**src/verilog/mad_pkg.sv**
```systemverilog
// Shared constants and types for the mirror array device and controller.
// Assumes one 100 MHz clock shared by both ends.
package mad_pkg;
    // ************************************************************
    // Array geometry
    // ************************************************************
    localparam int NUM_COLS = 912; // Active columns
    localparam int NUM_ROWS = 1140; // Active rows
    localparam int BORDER = 10; // Off-state band per side
    localparam int BUS_W = 24; // DDR bus width
    localparam int BEAT_W = 2 * BUS_W; // Rise plus fall half
    localparam int BEATS_PER_COL = 24; // 24 beats x 48 bits >= 1140
    localparam int NUM_WORDS = NUM_COLS * BEATS_PER_COL;
    localparam int COL_W = 10; // Active column index width
    localparam int BEAT_IDX_W = 5;
    localparam int WORD_W = 15; // Storage word index width
    localparam int QCOL_W = 10; // Column incl. border
    localparam int QROW_W = 11; // Row incl. border
    localparam int BIT_W = 6; // Bit within a beat
    // ************************************************************
    // Serial control frames: {op, column}
    // ************************************************************
    localparam int OP_W = 2;
    localparam int FRAME_BITS = OP_W + COL_W;
    localparam int FCNT_W = 4;
    typedef enum logic [OP_W-1:0] {
        OP_NOP, OP_COLSEL, OP_MIRCLK, OP_PARK
    } mad_op_t;
    // Reported mirror position
    typedef enum logic [1:0] {
        TILT_FLAT, TILT_ON, TILT_OFF
    } mad_tilt_t;
    // ************************************************************
    // Pattern rates
    // ************************************************************
    localparam int CLK_HZ = 100_000_000;
    localparam int STREAM_RATE_HZ = 2880;
    localparam int BURST_RATE_HZ = 4220;
    // Least pattern period rounds up
    localparam int STREAM_GAP_CYC =
        (CLK_HZ + STREAM_RATE_HZ - 1) / STREAM_RATE_HZ;
    localparam int BURST_GAP_CYC =
        (CLK_HZ + BURST_RATE_HZ - 1) / BURST_RATE_HZ;
    localparam int GAP_W = 16;
    localparam int BURST_MAX = 48; // Patterns held for a burst
    localparam int PCNT_W = 6;
endpackage : mad_pkg

```
**src/verilog/mad_link_if.sv**
```systemverilog
// Link between controller and mirror array device.
// Assumes both ends run on the same clock.
`timescale 1ns/100ps
interface mad_link_if;
    import mad_pkg::*;
    logic ctlEn; // Serial control frame bit valid
    logic ctlBit; // Serial control bit, MSB first
    logic dataValid; // Pixel beat valid
    logic [BUS_W-1:0] dataRise; // Rising-edge half
    logic [BUS_W-1:0] dataFall; // Falling-edge half
    logic busy; // Mirror clocking sweep running
    modport dev (input ctlEn, ctlBit, dataValid, dataRise, dataFall,
        output busy);
    modport ctl (output ctlEn, ctlBit, dataValid, dataRise, dataFall,
        input busy);
endinterface : mad_link_if

```
**src/verilog/mad_pattern_controller.sv**
```systemverilog
// Controller end: streams patterns column by column, rate limited.
// Assumes user data already mapped to cell order.
`timescale 1ns/100ps
module mad_pattern_controller import mad_pkg::*; #(
    parameter int STREAM_GAP = STREAM_GAP_CYC,
    parameter int BURST_GAP = BURST_GAP_CYC
) (
    input wire logic clk,
    input wire logic rst_n,
    mad_link_if.ctl link,
    input wire logic burstMode,
    input wire logic burstRestart,
    input wire logic parkReq,
    input wire logic userValid,
    output logic userReady,
    input wire logic [BEAT_W-1:0] userData,
    output logic [PCNT_W-1:0] burstCount,
    output logic patDone
);
    typedef enum logic [1:0] {C_IDLE, C_SEND, C_DATA, C_WAIT} mad_cst_t;
    mad_cst_t st_q; // Controller state
    mad_op_t sendOp_q; // Frame being sent
    logic [FRAME_BITS-1:0] sh_q; // Outgoing frame bits
    logic [FCNT_W-1:0] cnt_q; // Bits shown so far
    logic [COL_W-1:0] col_q; // Column being written
    logic [BEAT_IDX_W-1:0] beat_q; // Beat in column
    logic [GAP_W-1:0] gap_q; // Pattern period timer
    logic [PCNT_W-1:0] pcnt_q; // Burst patterns sent
    logic parkPend_q; // Park waiting for idle
    logic burstFull;
    logic startPat;
    logic lastBeat;

    assign burstFull = burstMode && (pcnt_q == PCNT_W'(BURST_MAX));
    assign startPat = st_q == C_IDLE && !parkPend_q && userValid
        && gap_q == '0 && !burstFull;
    assign userReady = st_q == C_DATA;
    assign lastBeat = beat_q == BEAT_IDX_W'(BEATS_PER_COL - 1);
    assign burstCount = pcnt_q;

    // Top bit of an op
    function automatic logic opMsb(input mad_op_t o);
        return o[OP_W-1];
    endfunction : opMsb

    // ************************************************************
    // Sequencer and serial frames
    // ************************************************************
    // Frames shift out MSB first, one bit a cycle
    always_ff @(posedge clk or negedge rst_n) begin
        if (!rst_n) begin
            st_q <= C_IDLE;
            sendOp_q <= OP_NOP;
            sh_q <= '0;
            cnt_q <= '0;
            col_q <= '0;
            beat_q <= '0;
            link.ctlEn <= 1'b0;
            link.ctlBit <= 1'b0;
        end else begin
            unique case (st_q)
                C_IDLE: begin
                    if (parkPend_q) begin
                        st_q <= C_SEND;
                        sendOp_q <= OP_PARK;
                        sh_q <= {OP_PARK, COL_W'(0)} << 1;
                        link.ctlBit <= opMsb(OP_PARK);
                        link.ctlEn <= 1'b1;
                        cnt_q <= FCNT_W'(1);
                    end else if (startPat) begin
                        st_q <= C_SEND;
                        sendOp_q <= OP_COLSEL;
                        col_q <= '0;
                        sh_q <= {OP_COLSEL, COL_W'(0)} << 1;
                        link.ctlBit <= opMsb(OP_COLSEL);
                        link.ctlEn <= 1'b1;
                        cnt_q <= FCNT_W'(1);
                    end
                end
                C_SEND: begin
                    if (cnt_q == FCNT_W'(FRAME_BITS)) begin
                        link.ctlEn <= 1'b0;
                        beat_q <= '0;
                        unique case (sendOp_q)
                            OP_COLSEL: st_q <= C_DATA;
                            OP_MIRCLK: st_q <= C_WAIT;
                            default: st_q <= C_IDLE;
                        endcase
                    end else begin
                        link.ctlBit <= sh_q[FRAME_BITS-1];
                        sh_q <= sh_q << 1;
                        cnt_q <= cnt_q + 1'b1;
                    end
                end
                C_DATA: begin
                    if (userValid) begin
                        beat_q <= beat_q + 1'b1;
                        if (lastBeat) begin
                            st_q <= C_SEND;
                            link.ctlEn <= 1'b1;
                            cnt_q <= FCNT_W'(1);
                            // Pulse only after the last column
                            if (col_q == COL_W'(NUM_COLS - 1)) begin
                                sendOp_q <= OP_MIRCLK;
                                sh_q <= {OP_MIRCLK, COL_W'(0)} << 1;
                                link.ctlBit <= opMsb(OP_MIRCLK);
                            end else begin
                                sendOp_q <= OP_COLSEL;
                                sh_q <= {OP_COLSEL, col_q + 1'b1} << 1;
                                link.ctlBit <= opMsb(OP_COLSEL);
                                col_q <= col_q + 1'b1;
                            end
                        end
                    end
                end
                C_WAIT: begin
                    // Device runs its own pulse; wait it out
                    if (!link.busy) begin
                        st_q <= C_IDLE;
                    end
                end
            endcase
        end
    end

    // ************************************************************
    // Pixel beats
    // ************************************************************
    // Data passes in cell order; diamond offset mapped upstream
    always_ff @(posedge clk or negedge rst_n) begin
        if (!rst_n) begin
            link.dataValid <= 1'b0;
            link.dataRise <= '0;
            link.dataFall <= '0;
        end else begin
            link.dataValid <= userReady && userValid;
            if (userReady && userValid) begin
                link.dataRise <= userData[BUS_W-1:0];
                link.dataFall <= userData[BEAT_W-1:BUS_W];
            end
        end
    end

    // ************************************************************
    // Rate limit, burst count, park request
    // ************************************************************
    // Period timer caps pattern rate per mode
    always_ff @(posedge clk or negedge rst_n) begin
        if (!rst_n) begin
            gap_q <= '0;
        end else if (startPat) begin
            gap_q <= burstMode ? GAP_W'(BURST_GAP - 1)
                : GAP_W'(STREAM_GAP - 1);
        end else if (gap_q != '0) begin
            gap_q <= gap_q - 1'b1;
        end
    end

    // Burst count; stream mode never stops
    always_ff @(posedge clk or negedge rst_n) begin
        if (!rst_n) begin
            pcnt_q <= '0;
            patDone <= 1'b0;
        end else begin
            patDone <= st_q == C_WAIT && !link.busy;
            if (burstRestart) begin
                pcnt_q <= '0;
            end else if (st_q == C_WAIT && !link.busy && burstMode) begin
                pcnt_q <= pcnt_q + 1'b1;
            end
        end
    end

    // Request set wins over its own clear
    always_ff @(posedge clk or negedge rst_n) begin
        if (!rst_n) begin
            parkPend_q <= 1'b0;
        end else if (parkReq) begin
            parkPend_q <= 1'b1;
        end else if (st_q == C_IDLE) begin
            parkPend_q <= 1'b0;
        end
    end
endmodule : mad_pattern_controller

```
**src/flat_wrapper.sv**
```systemverilog
// flat-port wrapper written by rule: the top's interface ports become plain ports
module mad_pattern_controller_flat import mad_pkg::*;
#(
    parameter int STREAM_GAP = STREAM_GAP_CYC,
    parameter int BURST_GAP = BURST_GAP_CYC
)
  (clk, rst_n, burstMode, burstRestart, parkReq, userValid, userReady, userData, burstCount, patDone, link_ctlEn, link_ctlBit, link_dataValid, link_dataRise, link_dataFall, link_busy);
  mad_link_if link_i ();
  input wire logic clk;
  input wire logic rst_n;
  input wire logic burstMode;
  input wire logic burstRestart;
  input wire logic parkReq;
  input wire logic userValid;
  output logic userReady;
  input wire logic [BEAT_W-1:0] userData;
  output logic [PCNT_W-1:0] burstCount;
  output logic patDone;
  output wire logic [$bits(link_i.ctlEn)-1:0] link_ctlEn;
  output wire logic [$bits(link_i.ctlBit)-1:0] link_ctlBit;
  output wire logic [$bits(link_i.dataValid)-1:0] link_dataValid;
  output wire logic [$bits(link_i.dataRise)-1:0] link_dataRise;
  output wire logic [$bits(link_i.dataFall)-1:0] link_dataFall;
  input wire logic [$bits(link_i.busy)-1:0] link_busy;
  assign link_ctlEn = link_i.ctlEn;
  assign link_ctlBit = link_i.ctlBit;
  assign link_dataValid = link_i.dataValid;
  assign link_dataRise = link_i.dataRise;
  assign link_dataFall = link_i.dataFall;
  assign link_i.busy = link_busy;
  mad_pattern_controller #(.STREAM_GAP(STREAM_GAP), .BURST_GAP(BURST_GAP)) u_core (.clk(clk), .rst_n(rst_n), .link(link_i), .burstMode(burstMode), .burstRestart(burstRestart), .parkReq(parkReq), .userValid(userValid), .userReady(userReady), .userData(userData), .burstCount(burstCount), .patDone(patDone));
endmodule
```
**config.mk**
```make
export PLATFORM = sky130hd
export DESIGN_NAME = mad_pattern_controller_flat
export DESIGN_NICKNAME = d
export VERILOG_FILES = /design/src/verilog/mad_pkg.sv /design/src/verilog/mad_link_if.sv /design/src/verilog/mad_pattern_controller.sv /design/src/flat_wrapper.sv
export SDC_FILE = /design/constraint.sdc
export NUM_CORES = 1
export LEC_CHECK = 0
export BUFFER_PORTS_ARGS = -buffer_cell sky130_fd_sc_hd__clkbuf_2
export CAP_MARGIN = 40
export CORE_ASPECT_RATIO = 0.9
export CORE_MARGIN = 2
export CORE_UTILIZATION = 55
export CTS_CLUSTER_SIZE = 16
export DETAILED_ROUTE_END_ITERATION = 8
export GPL_ROUTABILITY_DRIVEN = 0
export PLACE_DENSITY = 0.8
export SLEW_MARGIN = 20
export SYNTH_ARGS = -nofsm -noshare
export SYNTH_HDL_FRONTEND = slang
export SYNTH_SLANG_ARGS = --single-unit
```
**constraint.sdc**
```tcl
create_clock -name clk -period 2.65 [get_ports clk]
set_input_delay 0.265 -clock clk [delete_from_list [all_inputs] [get_ports clk]]
set_output_delay 0.265 -clock clk [all_outputs]
set_load 0.005 [all_outputs]
```
# After elaboration in Yosys (flattened, before gate mapping)
# Index checks and enable logic that the tools add are counted.
# totals
reg_bits	110
out_inout_bits	59
wordCells	119
inputBits	55
# classes
addsub	5
muxes	55
n_reduce_logical	26
n_eq_ne	18
# op_table
cell	n
2-to-1 mux 12 bit	6
2-to-1 mux 10 bit	5
2-to-1 mux 16 bit	3
case mux 12 bit (3 select lines)	1
2-to-1 mux 2 bit	10
2-to-1 mux 4 bit	5
case mux 10 bit (2 select lines)	1
zero test 16 bit	1
nonzero test 16 bit	1
subtractor 16 x 1 -> 16 bit, second input constant	1
AND reduction 5 bit	3
2-to-1 mux 1 bit	13
2-to-1 mux 6 bit	2
!= test 2 bit, second input constant	6
case mux 4 bit (3 select lines)	1
adder 10 x 1 -> 10 bit, second input constant	1
== test 10 bit, second input constant	1
2-to-1 mux 5 bit	2
case mux 5 bit (2 select lines)	1
nonzero test 2 bit	5
logical AND 1 bit	8
case mux 2 bit (2 select lines)	2
case mux 2 bit (4 select lines)	1
adder 6 x 1 -> 6 bit, second input constant	1
other kinds (16)	23

# Longest topological paths before layout
# Gate-level depths: netlist of run 1.
# depth
word_depth	8
ltp_mapped	9
ltp_nobuf	7

# Worst setup path after synthesis of run 1
# No wires, ideal clock.
# synth_timing
path_type	reg2reg
startpoint	register u_core.st_q[0]
endpoint	register u_core.col_q[2]
period_less_slack_ps	2247
n_path_buf	0
arrival_time_ps	2122
setup_time_ps	125
path_stages_with_launch	8
required_time_ps	2525
slack_ps	403
path_cell_list	dfrtp_1 inv_1 ha_1 nor2b_1 o211ai_2 o21ai_1 and3_1 mux2_2
# synth_between
elab_chain_len	7
elab_cells_between_ends	14
classes_between	eq/ne (6); mux (1); reduce/logical (7)
# synth_lines
item	line_no	rtl
from (decl)	mad_pattern_controller.sv:21	mad_cst_t st_q;
from (signal assigned)	mad_pattern_controller.sv:52	st_q <= C_IDLE;
from (signal assigned)	mad_pattern_controller.sv:64	st_q <= C_SEND;
from (signal assigned)	mad_pattern_controller.sv:71	st_q <= C_SEND;
zero test 2 bit	mad_pattern_controller.sv:35, mad_pattern_controller.sv:61	
logical AND 1 bit (2 in a row)	mad_pattern_controller.sv:35	assign startPat = st_q == C_IDLE && !parkPend_q && userValid
logical AND 1 bit (2 in a row)	mad_pattern_controller.sv:36	&& gap_q == '0 && !burstFull;
!= test 2 x 1 -> 1 bit (no line)	n/a	
AND reduction 6 bit (no line)	n/a	
to (signal assigned)	mad_pattern_controller.sv:111	col_q <= col_q + 1'b1;
to (decl)	mad_pattern_controller.sv:25	logic [COL_W-1:0] col_q;
# Several ways; a longest one is shown, not always the timed one.
# A chain may end at the register's enable or synchronous reset.

# Worst setup path after layout of run 1
# Same ends and word-level chain as after synthesis.

==> results of run 1 <==
[cell usage after synthesis (11+ instances only)]
cell type,n
dfrtp_1,109
ha_1,14
xnor2_1,11
nor2_1,24
nand2_1,28
inv_1,22
nor3_1,11
nand4_1,11
clkbuf_1,17
mux2_2,57
a21oi_1,22
o21ai_0,22
nand3_1,15
[layer usage]
layer | routed length (µm) | up-vias | global-route usage
li1 | - | 1967 | -
met1 | 5170 | 2029 | 0.327
met2 | 5750 | 163 | 0.390
met3 | 846 | 23 | 0.0651
met4 | 324 | 0 | 0.104
met5 | 0 | - | 0
[final cells by class]
class,instances,area share
inverter,23,0.0137
multi-input combinational,325,0.384
tap,126,0.0249
clock inverter,7,0.0147
sequential,109,0.432
clock buffer,9,0.0196
timing repair buffer,126,0.112
[critical path, stage by stage (launching register included)]
cell      delay [ns]
dfrtp_1         0.44
inv_1           0.11
ha_1            0.26
nor2b_1         0.33
o211ai_2        0.26
o21ai_1         0.24
and3_1          0.27
mux2_2          0.35
[report_power, final]
| group | switching [mW] | internal (mW) | total (mW) |
|---|---|---|---|
| Combinational | 0.607 | 0.541 | 1.15 |
| Clock | 0.635 | 0.462 | 1.10 |
| Sequential | 0.154 | 1.89 | 2.05 |
| Total | 1.40 | 2.89 | 4.29 |
[path summary, 6_finish.rpt]
check                                                       to  slack (ns)  depth (start not counted)
max                                u_core.col_q[2]$_DFFE_PN0P_        0.28                          7
min                              u_core.parkPend_q$_DFFE_PN0P_         0.1                          2
max reg2reg                        u_core.col_q[2]$_DFFE_PN0P_        0.28                          7
min reg2reg                         u_core.sh_q[8]$_DFFE_PN0P_        0.51                          1
max in group asynchronous  u_core.link.dataFall[7]$_DFFE_PN0P_        1.70                          3
min in group asynchronous          u_core.col_q[9]$_DFFE_PN0P_        0.38                          2
[registers in the layout, indices dropped and copies added (netlist names), 2 cells and up]
| register | cells |
|---|---|
| u_core.link.dataFall | 24 |
| u_core.link.dataRise | 24 |
| u_core.gap_q | 16 |
| u_core.sh_q | 11 |
| u_core.col_q | 10 |
| u_core.burstCount | 6 |
| u_core.beat_q | 5 |
| u_core.cnt_q | 4 |
| u_core.sendOp_q | 2 |
| u_core.st_q | 2 |
[stage by stage]
stage	setup WS [ns]	total power, mW	instance area (µm²)	hold WS, ns
after detailed placement	0.328	3.22	6090	0.257
final	0.280	4.29	6320	0.0974
after floorplan	0.403	2.75	5330	-0.0306
after global placement	0.449	3.16	6070	0.444
after CTS	0.301	4.33	6320	0.0813
after global routing	0.132	4.54	6320	0.0723
[timing repair]
item / in CTS / in global routing
endpoints found under the hold margin: 33 / 0
gates resized for setup: 0 / 0
hold buffers: 1 / 0
[logic make-up (layout without fill, tap and decap cells)]
| family | after synthesis | count (layout) | share of synthesized area |
|---|---|---|---|
| compound gates | 99 | 99 | 0.125 |
| xor+xnor | 14 | 14 | 0.0230 |
| fa+ha+maj | 14 | 14 | 0.0329 |
| simple gates | 135 | 135 | 0.141 |
| flops | 109 | 109 | 0.512 |
| buf+inv | 43 | 165 | 0.0322 |
| mux | 63 | 63 | 0.134 |
==> impl_metrics.toml, run 1 <==
[timing]
setup_violations = 0
tns_ns = 0
fmax_ghz = 0.422
skew_ns = 0.0143
rsz0062_at_grt = "false"
worstMarginPinSlew_ns = 0.558
fin_crit_sh = 0.894
drv_slew = 0
period_needed_ns = 2.37
relSlewSlack = 0.623
hold_viol = 0

[final_layout]
syn_to_final_growth_pct = 18.7
final_net_count = 663
antennaDiodeCount = 0
fillCellCount = 748
utilization = 0.663
multi_input_area_um2 = 2430
regArea_um2 = 2730
drive_gt1_frac = 0.352
final_common_cell = "clkbuf_2"
finalNonFillerCells = 725
final_cell_mix = "112 x clkbuf_2, 109 x dfrtp_1, 57 x mux2_2, 28 x nand2_1, 24 x nor2_1"

[logic_synthesis]
ys_ff_latch = 109
synthDistinctLibCells = 62
synth_area_leaders = "dfrtp_1 51%, mux2_2 12%, ha_1 3.3%"
synth_top_area_frac = 0.512
ys.warnings.count = 0
synth_edf_count = 0
synthFlopType = "dfrtp_1"
synth-async-reset-ratio = 1.00
synth.avg_cell_area_um2 = 11.2
syn_inst = 477
yosysSeqAreaShare = 0.512
syn-cell-area_um2 = 5330
syn_nets = 546
yosys.area.top_type = "dfrtp_1"

[detailed_routing]
via_count = 4182
firstDrtPassIters = 5
ant_nets = 0
routedWlPerCell_um = 16.7
dr.first_iter.drc_count = 179
drt_wl_total_um = 12100
drc_errors = 0
drt-vias-per-instance = 5.77

[placed_design]
hpwl_um = 8930
io_buffers = 113
dp_cells = 708

[worst_setup_path]
cp.required_ns = 2.93
worstPathArrival_ns = 2.65
end_kind = "flop"
critPathMaxFanout = 9
cp-start-kind = "flop"
crit_path_start = "u_core.st_q[0]$_DFFE_PN0P_"
worstSetupPathType = "flop to flop"
worstReg2RegStart = "u_core.st_q[0]$_DFFE_PN0P_"

[clock_tree]
htreeDepth = 3
ctsLongestPathBuffers = 2
post_cts.repair.setup_buffers = 0
path_clk_slew_ns = 0.12
clock-root-buffer = "clkbuf_8"
cts.sinks = 109
cts_tree = "yes"
cts_made_buffers = 9
clock_latency_ns = 0.38

[floorplan]
io-pin-count = 114
die_h_um = 97.3
fp.dieArea_um2 = 10500
fp.dieW_um = 108
start_util = 0.559
core_area_um2 = 9530
rows = 34

[pwr]
vdd_drop_max_v = 0.000507
p_leak_nw = 3.13
p_per_area_nw_per_um2 = 679

[hold_path]
min_from = "parkReq"
hp-class = "input pin to flop"

[outcome]
status = "completed"

[job]
cap_viol_max_count = 0

[grt]
grt_max_degree = 50
grt_pass1_wl_um = 20700
track_usage = 0.248
grt_pass1_vias = 4356
antenna_found_initial = 0
grt_overflow = 0
(Power assumes the default switching activity.)
==> inputs of run 2 (changes only) <==
--- a/config.mk
+++ b/config.mk
@@ -7,7 +7,7 @@
 export LEC_CHECK = 0
 export BUFFER_PORTS_ARGS = -buffer_cell sky130_fd_sc_hd__clkbuf_2
 export CAP_MARGIN = 40
-export CORE_ASPECT_RATIO = 0.9
+export CORE_ASPECT_RATIO = 1.1
 export CORE_MARGIN = 2
 export CORE_UTILIZATION = 55
 export CTS_CLUSTER_SIZE = 16
==> run 2 against run 1 <==
Worst hold slack barely moved. Clock power fell by 5%. Combinational power barely moved. Critical path depth did not move. Core utilization rose by 0.37 points. Setup slack improved by 0.012 ns. Routed wire length fell by 2.0%. Power fell by 1.9%. Cell count fell by 1.2%. Flip-flop and latch count did not move. Largest cell class unchanged.
==> impl_metrics.toml, run 2 (same netlist as run 1, synthesis figures left out) <==
[outcome]
status = "completed"

[floorplan]
io-pin-count = 114
die_h_um = 107
rows = 37
fp.dieW_um = 97.8
fp.dieArea_um2 = 10500
start_util = 0.567
core_area_um2 = 9400

[placed_design]
io_buffers = 113
hpwl_um = 8690
preCtsSetupSlack_ns = 0.322

[detailed_routing]
drt-vias-per-instance = 5.81
routedWlPerCell_um = 16.6
drt_wl_total_um = 11900
ant_nets = 0
dr.first_iter.drc_count = 236
drc_errors = 0
via_count = 4159
firstDrtPassIters = 4

[final_layout]
final_net_count = 663
reg.largest.list = "u_core.link.dataFall x24, u_core.link.dataRise x24, u_core.gap_q x16"
syn_to_final_growth_pct = 17.7
drive_gt1_frac = 0.349
antennaDiodeCount = 0
fillCellCount = 711
final_cell_mix = "112 x clkbuf_2, 109 x dfrtp_1, 57 x mux2_2, 28 x nand2_1, 24 x nor2_1"
final_common_cell = "clkbuf_2"

[worst_setup_path]
worstPathArrival_ns = 2.62
worstReg2RegStart = "u_core.st_q[0]$_DFFE_PN0P_"
r2r_slack_ns = 0.29
crit_path_start = "u_core.st_q[0]$_DFFE_PN0P_"
worstSetupPathType = "flop to flop"
critPathTopFamily = "simple AND/OR/NAND/NOR gates"
cp_slowest_cell = "dfrtp_1"
cp-start-kind = "flop"
cpPeakStageDelay_ns = 0.43
critPathMaxFanout = 9
path_buf_inv = 1
cp.required_ns = 2.91
cp_cell_sequence = "inv_1, ha_1, nor2b_1, o211ai_2, o21ai_1, and3_1, mux2_2"
end_kind = "flop"

[timing]
tns_ns = 0
fmax_ghz = 0.424
setup_ws_ns = 0.292
setup_violations = 0
skew_ns = 0.0101
rsz0062_at_grt = "false"
drv_slew = 0
worstMarginPinSlew_ns = 0.700
period_needed_ns = 2.36
hold_viol = 0
fin_crit_sh = 0.890
whs_ns = 0.0974
relSlewSlack = 0.527

[grt]
track_usage = 0.236
grt_max_degree = 56
antenna_found_initial = 0
grt_pass1_wl_um = 20100
grt_overflow = 0
grt_pass1_vias = 4264

[clock_tree]
post_cts.repair.setup_buffers = 0
clock-root-buffer = "clkbuf_8"
cts_tree = "yes"
cts_made_buffers = 9
clock_latency_ns = 0.37
htreeDepth = 3
cts.sinks = 109
ctsLongestPathBuffers = 2
path_clk_slew_ns = 0.10

[job]
cap_viol_max_count = 0

[pwr]
vdd_drop_max_v = 0.000472
p_per_area_nw_per_um2 = 672
p_leak_nw = 3.12

[hold_path]
hp-class = "input pin to flop"
min_from = "parkReq"
run 2: path summary, 6_finish.rpt:
path,cells past startpoint,end
max,7,u_core.col_q[2]$_DFFE_PN0P_
min,2,u_core.parkPend_q$_DFFE_PN0P_
max reg2reg,7,u_core.col_q[2]$_DFFE_PN0P_
min reg2reg,1,u_core.sh_q[9]$_DFFE_PN0P_
max in group asynchronous,3,u_core.col_q[6]$_DFFE_PN0P_
min in group asynchronous,2,u_core.burstCount[3]$_DFFE_PN0P_
run 2: what timing repair did:
| item | in CTS | in global routing |
|---|---|---|
| hold buffers | 1 | 0 |
| resized for setup | 0 | 0 |
| hold endpoints to repair | 52 | 0 |
run 2: area by class of cell:
| class | count | area [µm²] | area share |
|---|---|---|---|
| Clock inverter | 4 | 55.1 | 0.00878 |
| Sequential cell | 109 | 2730 | 0.435 |
| Inverter | 23 | 86.3 | 0.0138 |
| Multi-Input combinational cell | 325 | 2430 | 0.387 |
| Tap cell | 117 | 146 | 0.0234 |
| Timing Repair Buffer | 126 | 681 | 0.109 |
| Clock buffer | 12 | 145 | 0.0232 |
run 2: per-stage QoR:
stage	util	cell area, µm²	total power [mW]	std cells
final	0.667	6270	4.21	716
after floorplan	-	5330	2.75	477
after global placement	0.645	6060	3.15	699
after detailed placement	0.645	6060	3.20	699
after global routing	0.667	6270	4.46	716
after CTS	0.667	6270	4.24	716
run 2: per-layer routing:
layer  vias to the layer above  global-route usage  share of wire
li1                       1963                   -              -
met1                      2053               0.308           0.42
met2                       126               0.384           0.50
met3                        17              0.0574          0.062
met4                         0              0.0913          0.017
met5                         -                   0              0
run 2: power by group:
part	leakage (nW)	internal (mW)	switching, mW
sequential	1.47	1.89	0.152
combinational	1.55	0.531	0.600
clock	0.0976	0.471	0.564
total	3.12	2.89	1.32
==> inputs of run 3 (changes only) <==
--- a/config.mk
+++ b/config.mk
@@ -7,7 +7,7 @@
 export LEC_CHECK = 0
 export BUFFER_PORTS_ARGS = -buffer_cell sky130_fd_sc_hd__clkbuf_2
 export CAP_MARGIN = 40
-export CORE_ASPECT_RATIO = 1.1
+export CORE_ASPECT_RATIO = 1.25
 export CORE_MARGIN = 2
 export CORE_UTILIZATION = 55
 export CTS_CLUSTER_SIZE = 16
==> run 3 against run 2 <==
Die area about the same. Via count up 1.4%. Global-route usage up 0.062 points. Core utilization up 0.93 points. Maximum frequency up 1.9%. Clock skew down 0.0050 ns. First-iteration DRC count up 3.4%. Worst hold slack better by 0.046 ns. Design area up 2.6%. Largest power group unchanged.
==> impl_metrics.toml, run 3 (same netlist as run 1, synthesis figures left out) <==
[outcome]
status = "completed"

[placed_design]
io_buffers = 113
hpwl_um = 8680
dp_cells = 708
preCtsSetupSlack_ns = 0.340

[clock_tree]
cts_resized = 0
cts.sinks = 109
htreeDepth = 3
cts_made_buffers = 9
clock-root-buffer = "clkbuf_16"
post_cts.repair.setup_buffers = 0
clock_latency_ns = 0.34
path_clk_slew_ns = 0.07
ctsLongestPathBuffers = 2
cts_tree = "yes"
hold_buffers = 0

[pwr]
p_per_area_nw_per_um2 = 723
p_leak_nw = 3.19
vdd_drop_max_v = 0.000515
p_total_mw = 4.65

[grt]
grt_pass1_wl_um = 20000
grt_pass1_vias = 4271
grt_overflow = 0
antenna_found_initial = 0
grt_max_degree = 63
track_usage = 0.237

[floorplan]
io-pin-count = 114
core_area_um2 = 9510
start_util = 0.560
die_h_um = 114
fp.dieArea_um2 = 10500
rows = 40
fp.dieW_um = 92.0

[timing]
hold_viol = 0
fin_crit_sh = 0.874
relSlewSlack = 0.593
skew_ns = 0.00510
rsz0062_at_grt = "false"
setup_violations = 0
drv_slew = 0
setup_ws_ns = 0.335
fmax_ghz = 0.432
worstMarginPinSlew_ns = 0.602
tns_ns = 0
period_needed_ns = 2.32

[worst_setup_path]
cp-start-kind = "flop"
worstSetupPathType = "flop to flop"
worstPathArrival_ns = 2.55
critPathMaxFanout = 14
cp.required_ns = 2.88
end_kind = "flop"

[final_layout]
finalNonFillerCells = 726
final_cell_mix = "112 x clkbuf_2, 109 x dfrtp_1, 57 x mux2_2, 28 x nand2_1, 24 x nor2_1"
final_net_count = 664
fillCellCount = 738
drive_gt1_frac = 0.352
reg.largest.list = "u_core.link.dataFall x24, u_core.link.dataRise x24, u_core.gap_q x16"
final_common_cell = "clkbuf_2"
syn_to_final_growth_pct = 20.7
multi_input_area_um2 = 2430
regArea_um2 = 2730
antennaDiodeCount = 0
utilization = 0.676

[detailed_routing]
ant_nets = 0
drt-vias-per-instance = 5.81
drt_wl_total_um = 11900
firstDrtPassIters = 5
dr.first_iter.drc_count = 244
routedWlPerCell_um = 16.4
via_count = 4216
drc_errors = 0

[hold_path]
hp-class = "input pin to flop"

[job]
cap_viol_max_count = 0
run 3: changes by cell type in the layout (fill, tap and decap cells not counted):
cell,before,now
clkbuf_16,0,9
inv_8,0,2
inv_6,2,0
clkbuf_1,2,1
clkinv_2,0,1
buf_16,0,1
clkbuf_8,10,0
bufinv_16,1,2
run 3: cell type report:
type                            instances  area share
Clock buffer                           10      0.0356
Clock inverter                          6      0.0148
Inverter                               23      0.0134
Multi-Input combinational cell        325       0.377
Sequential cell                       109       0.424
Tap cell                              126      0.0245
Timing Repair Buffer                  127       0.110
run 3: worst paths after layout:
kind | end | slack, ns | startpoint | depth (start not counted)
worst min-delay path | u_core.parkPend_q$_DFFE_PN0P_ | 0.14 | parkReq | 2
min in group asynchronous | u_core.burstCount[5]$_DFFE_PN0P_ | 0.27 | rst_n | 2
worst max-delay path | u_core.sh_q[5]$_DFFE_PN0P_ | 0.33 | u_core.gap_q[0]$_DFFE_PN0P_ | 7
worst min register to register | u_core.sh_q[9]$_DFFE_PN0P_ | 0.49 | u_core.sh_q[9]$_DFFE_PN0P_ | 1
max in group asynchronous | u_core.cnt_q[1]$_DFFE_PN0P_ | 1.61 | rst_n | 4
worst max register to register | u_core.sh_q[5]$_DFFE_PN0P_ | 0.33 | u_core.gap_q[0]$_DFFE_PN0P_ | 7
run 3: power breakdown:
part           internal [mW]  switching [mW]  leakage (nW)
logic                  0.536           0.613          1.57
clock network          0.841           0.614         0.157
registers               1.89           0.155          1.47
run 3: worst max-delay path, cell delays in order (launching register included):
cell      delay [ns]
dfrtp_1         0.41
inv_1           0.11
ha_1            0.16
nor4b_2         0.21
nand4_2         0.19
a211oi_4        0.53
nand2_4         0.23
mux2_4          0.35
run 3: metal layers:
metal | share of wire | up-vias | global-route usage
met2 | 0.52 | 161 | 0.412
met3 | 0.066 | 18 | 0.0542
met4 | 0.018 | 0 | 0.0886
met1 | 0.40 | 2071 | 0.289
met5 | 0 | - | 0
li1 | - | 1966 | -
run 3: metrics by stage:
step | cell area (µm²) | hold WS (ns)
floorplan | 5330 | -0.0306
global placement | 6070 | 0.384
detailed placement | 6070 | 0.389
CTS | 6390 | 0.0256
global route | 6430 | 0.141
finish | 6430 | 0.144
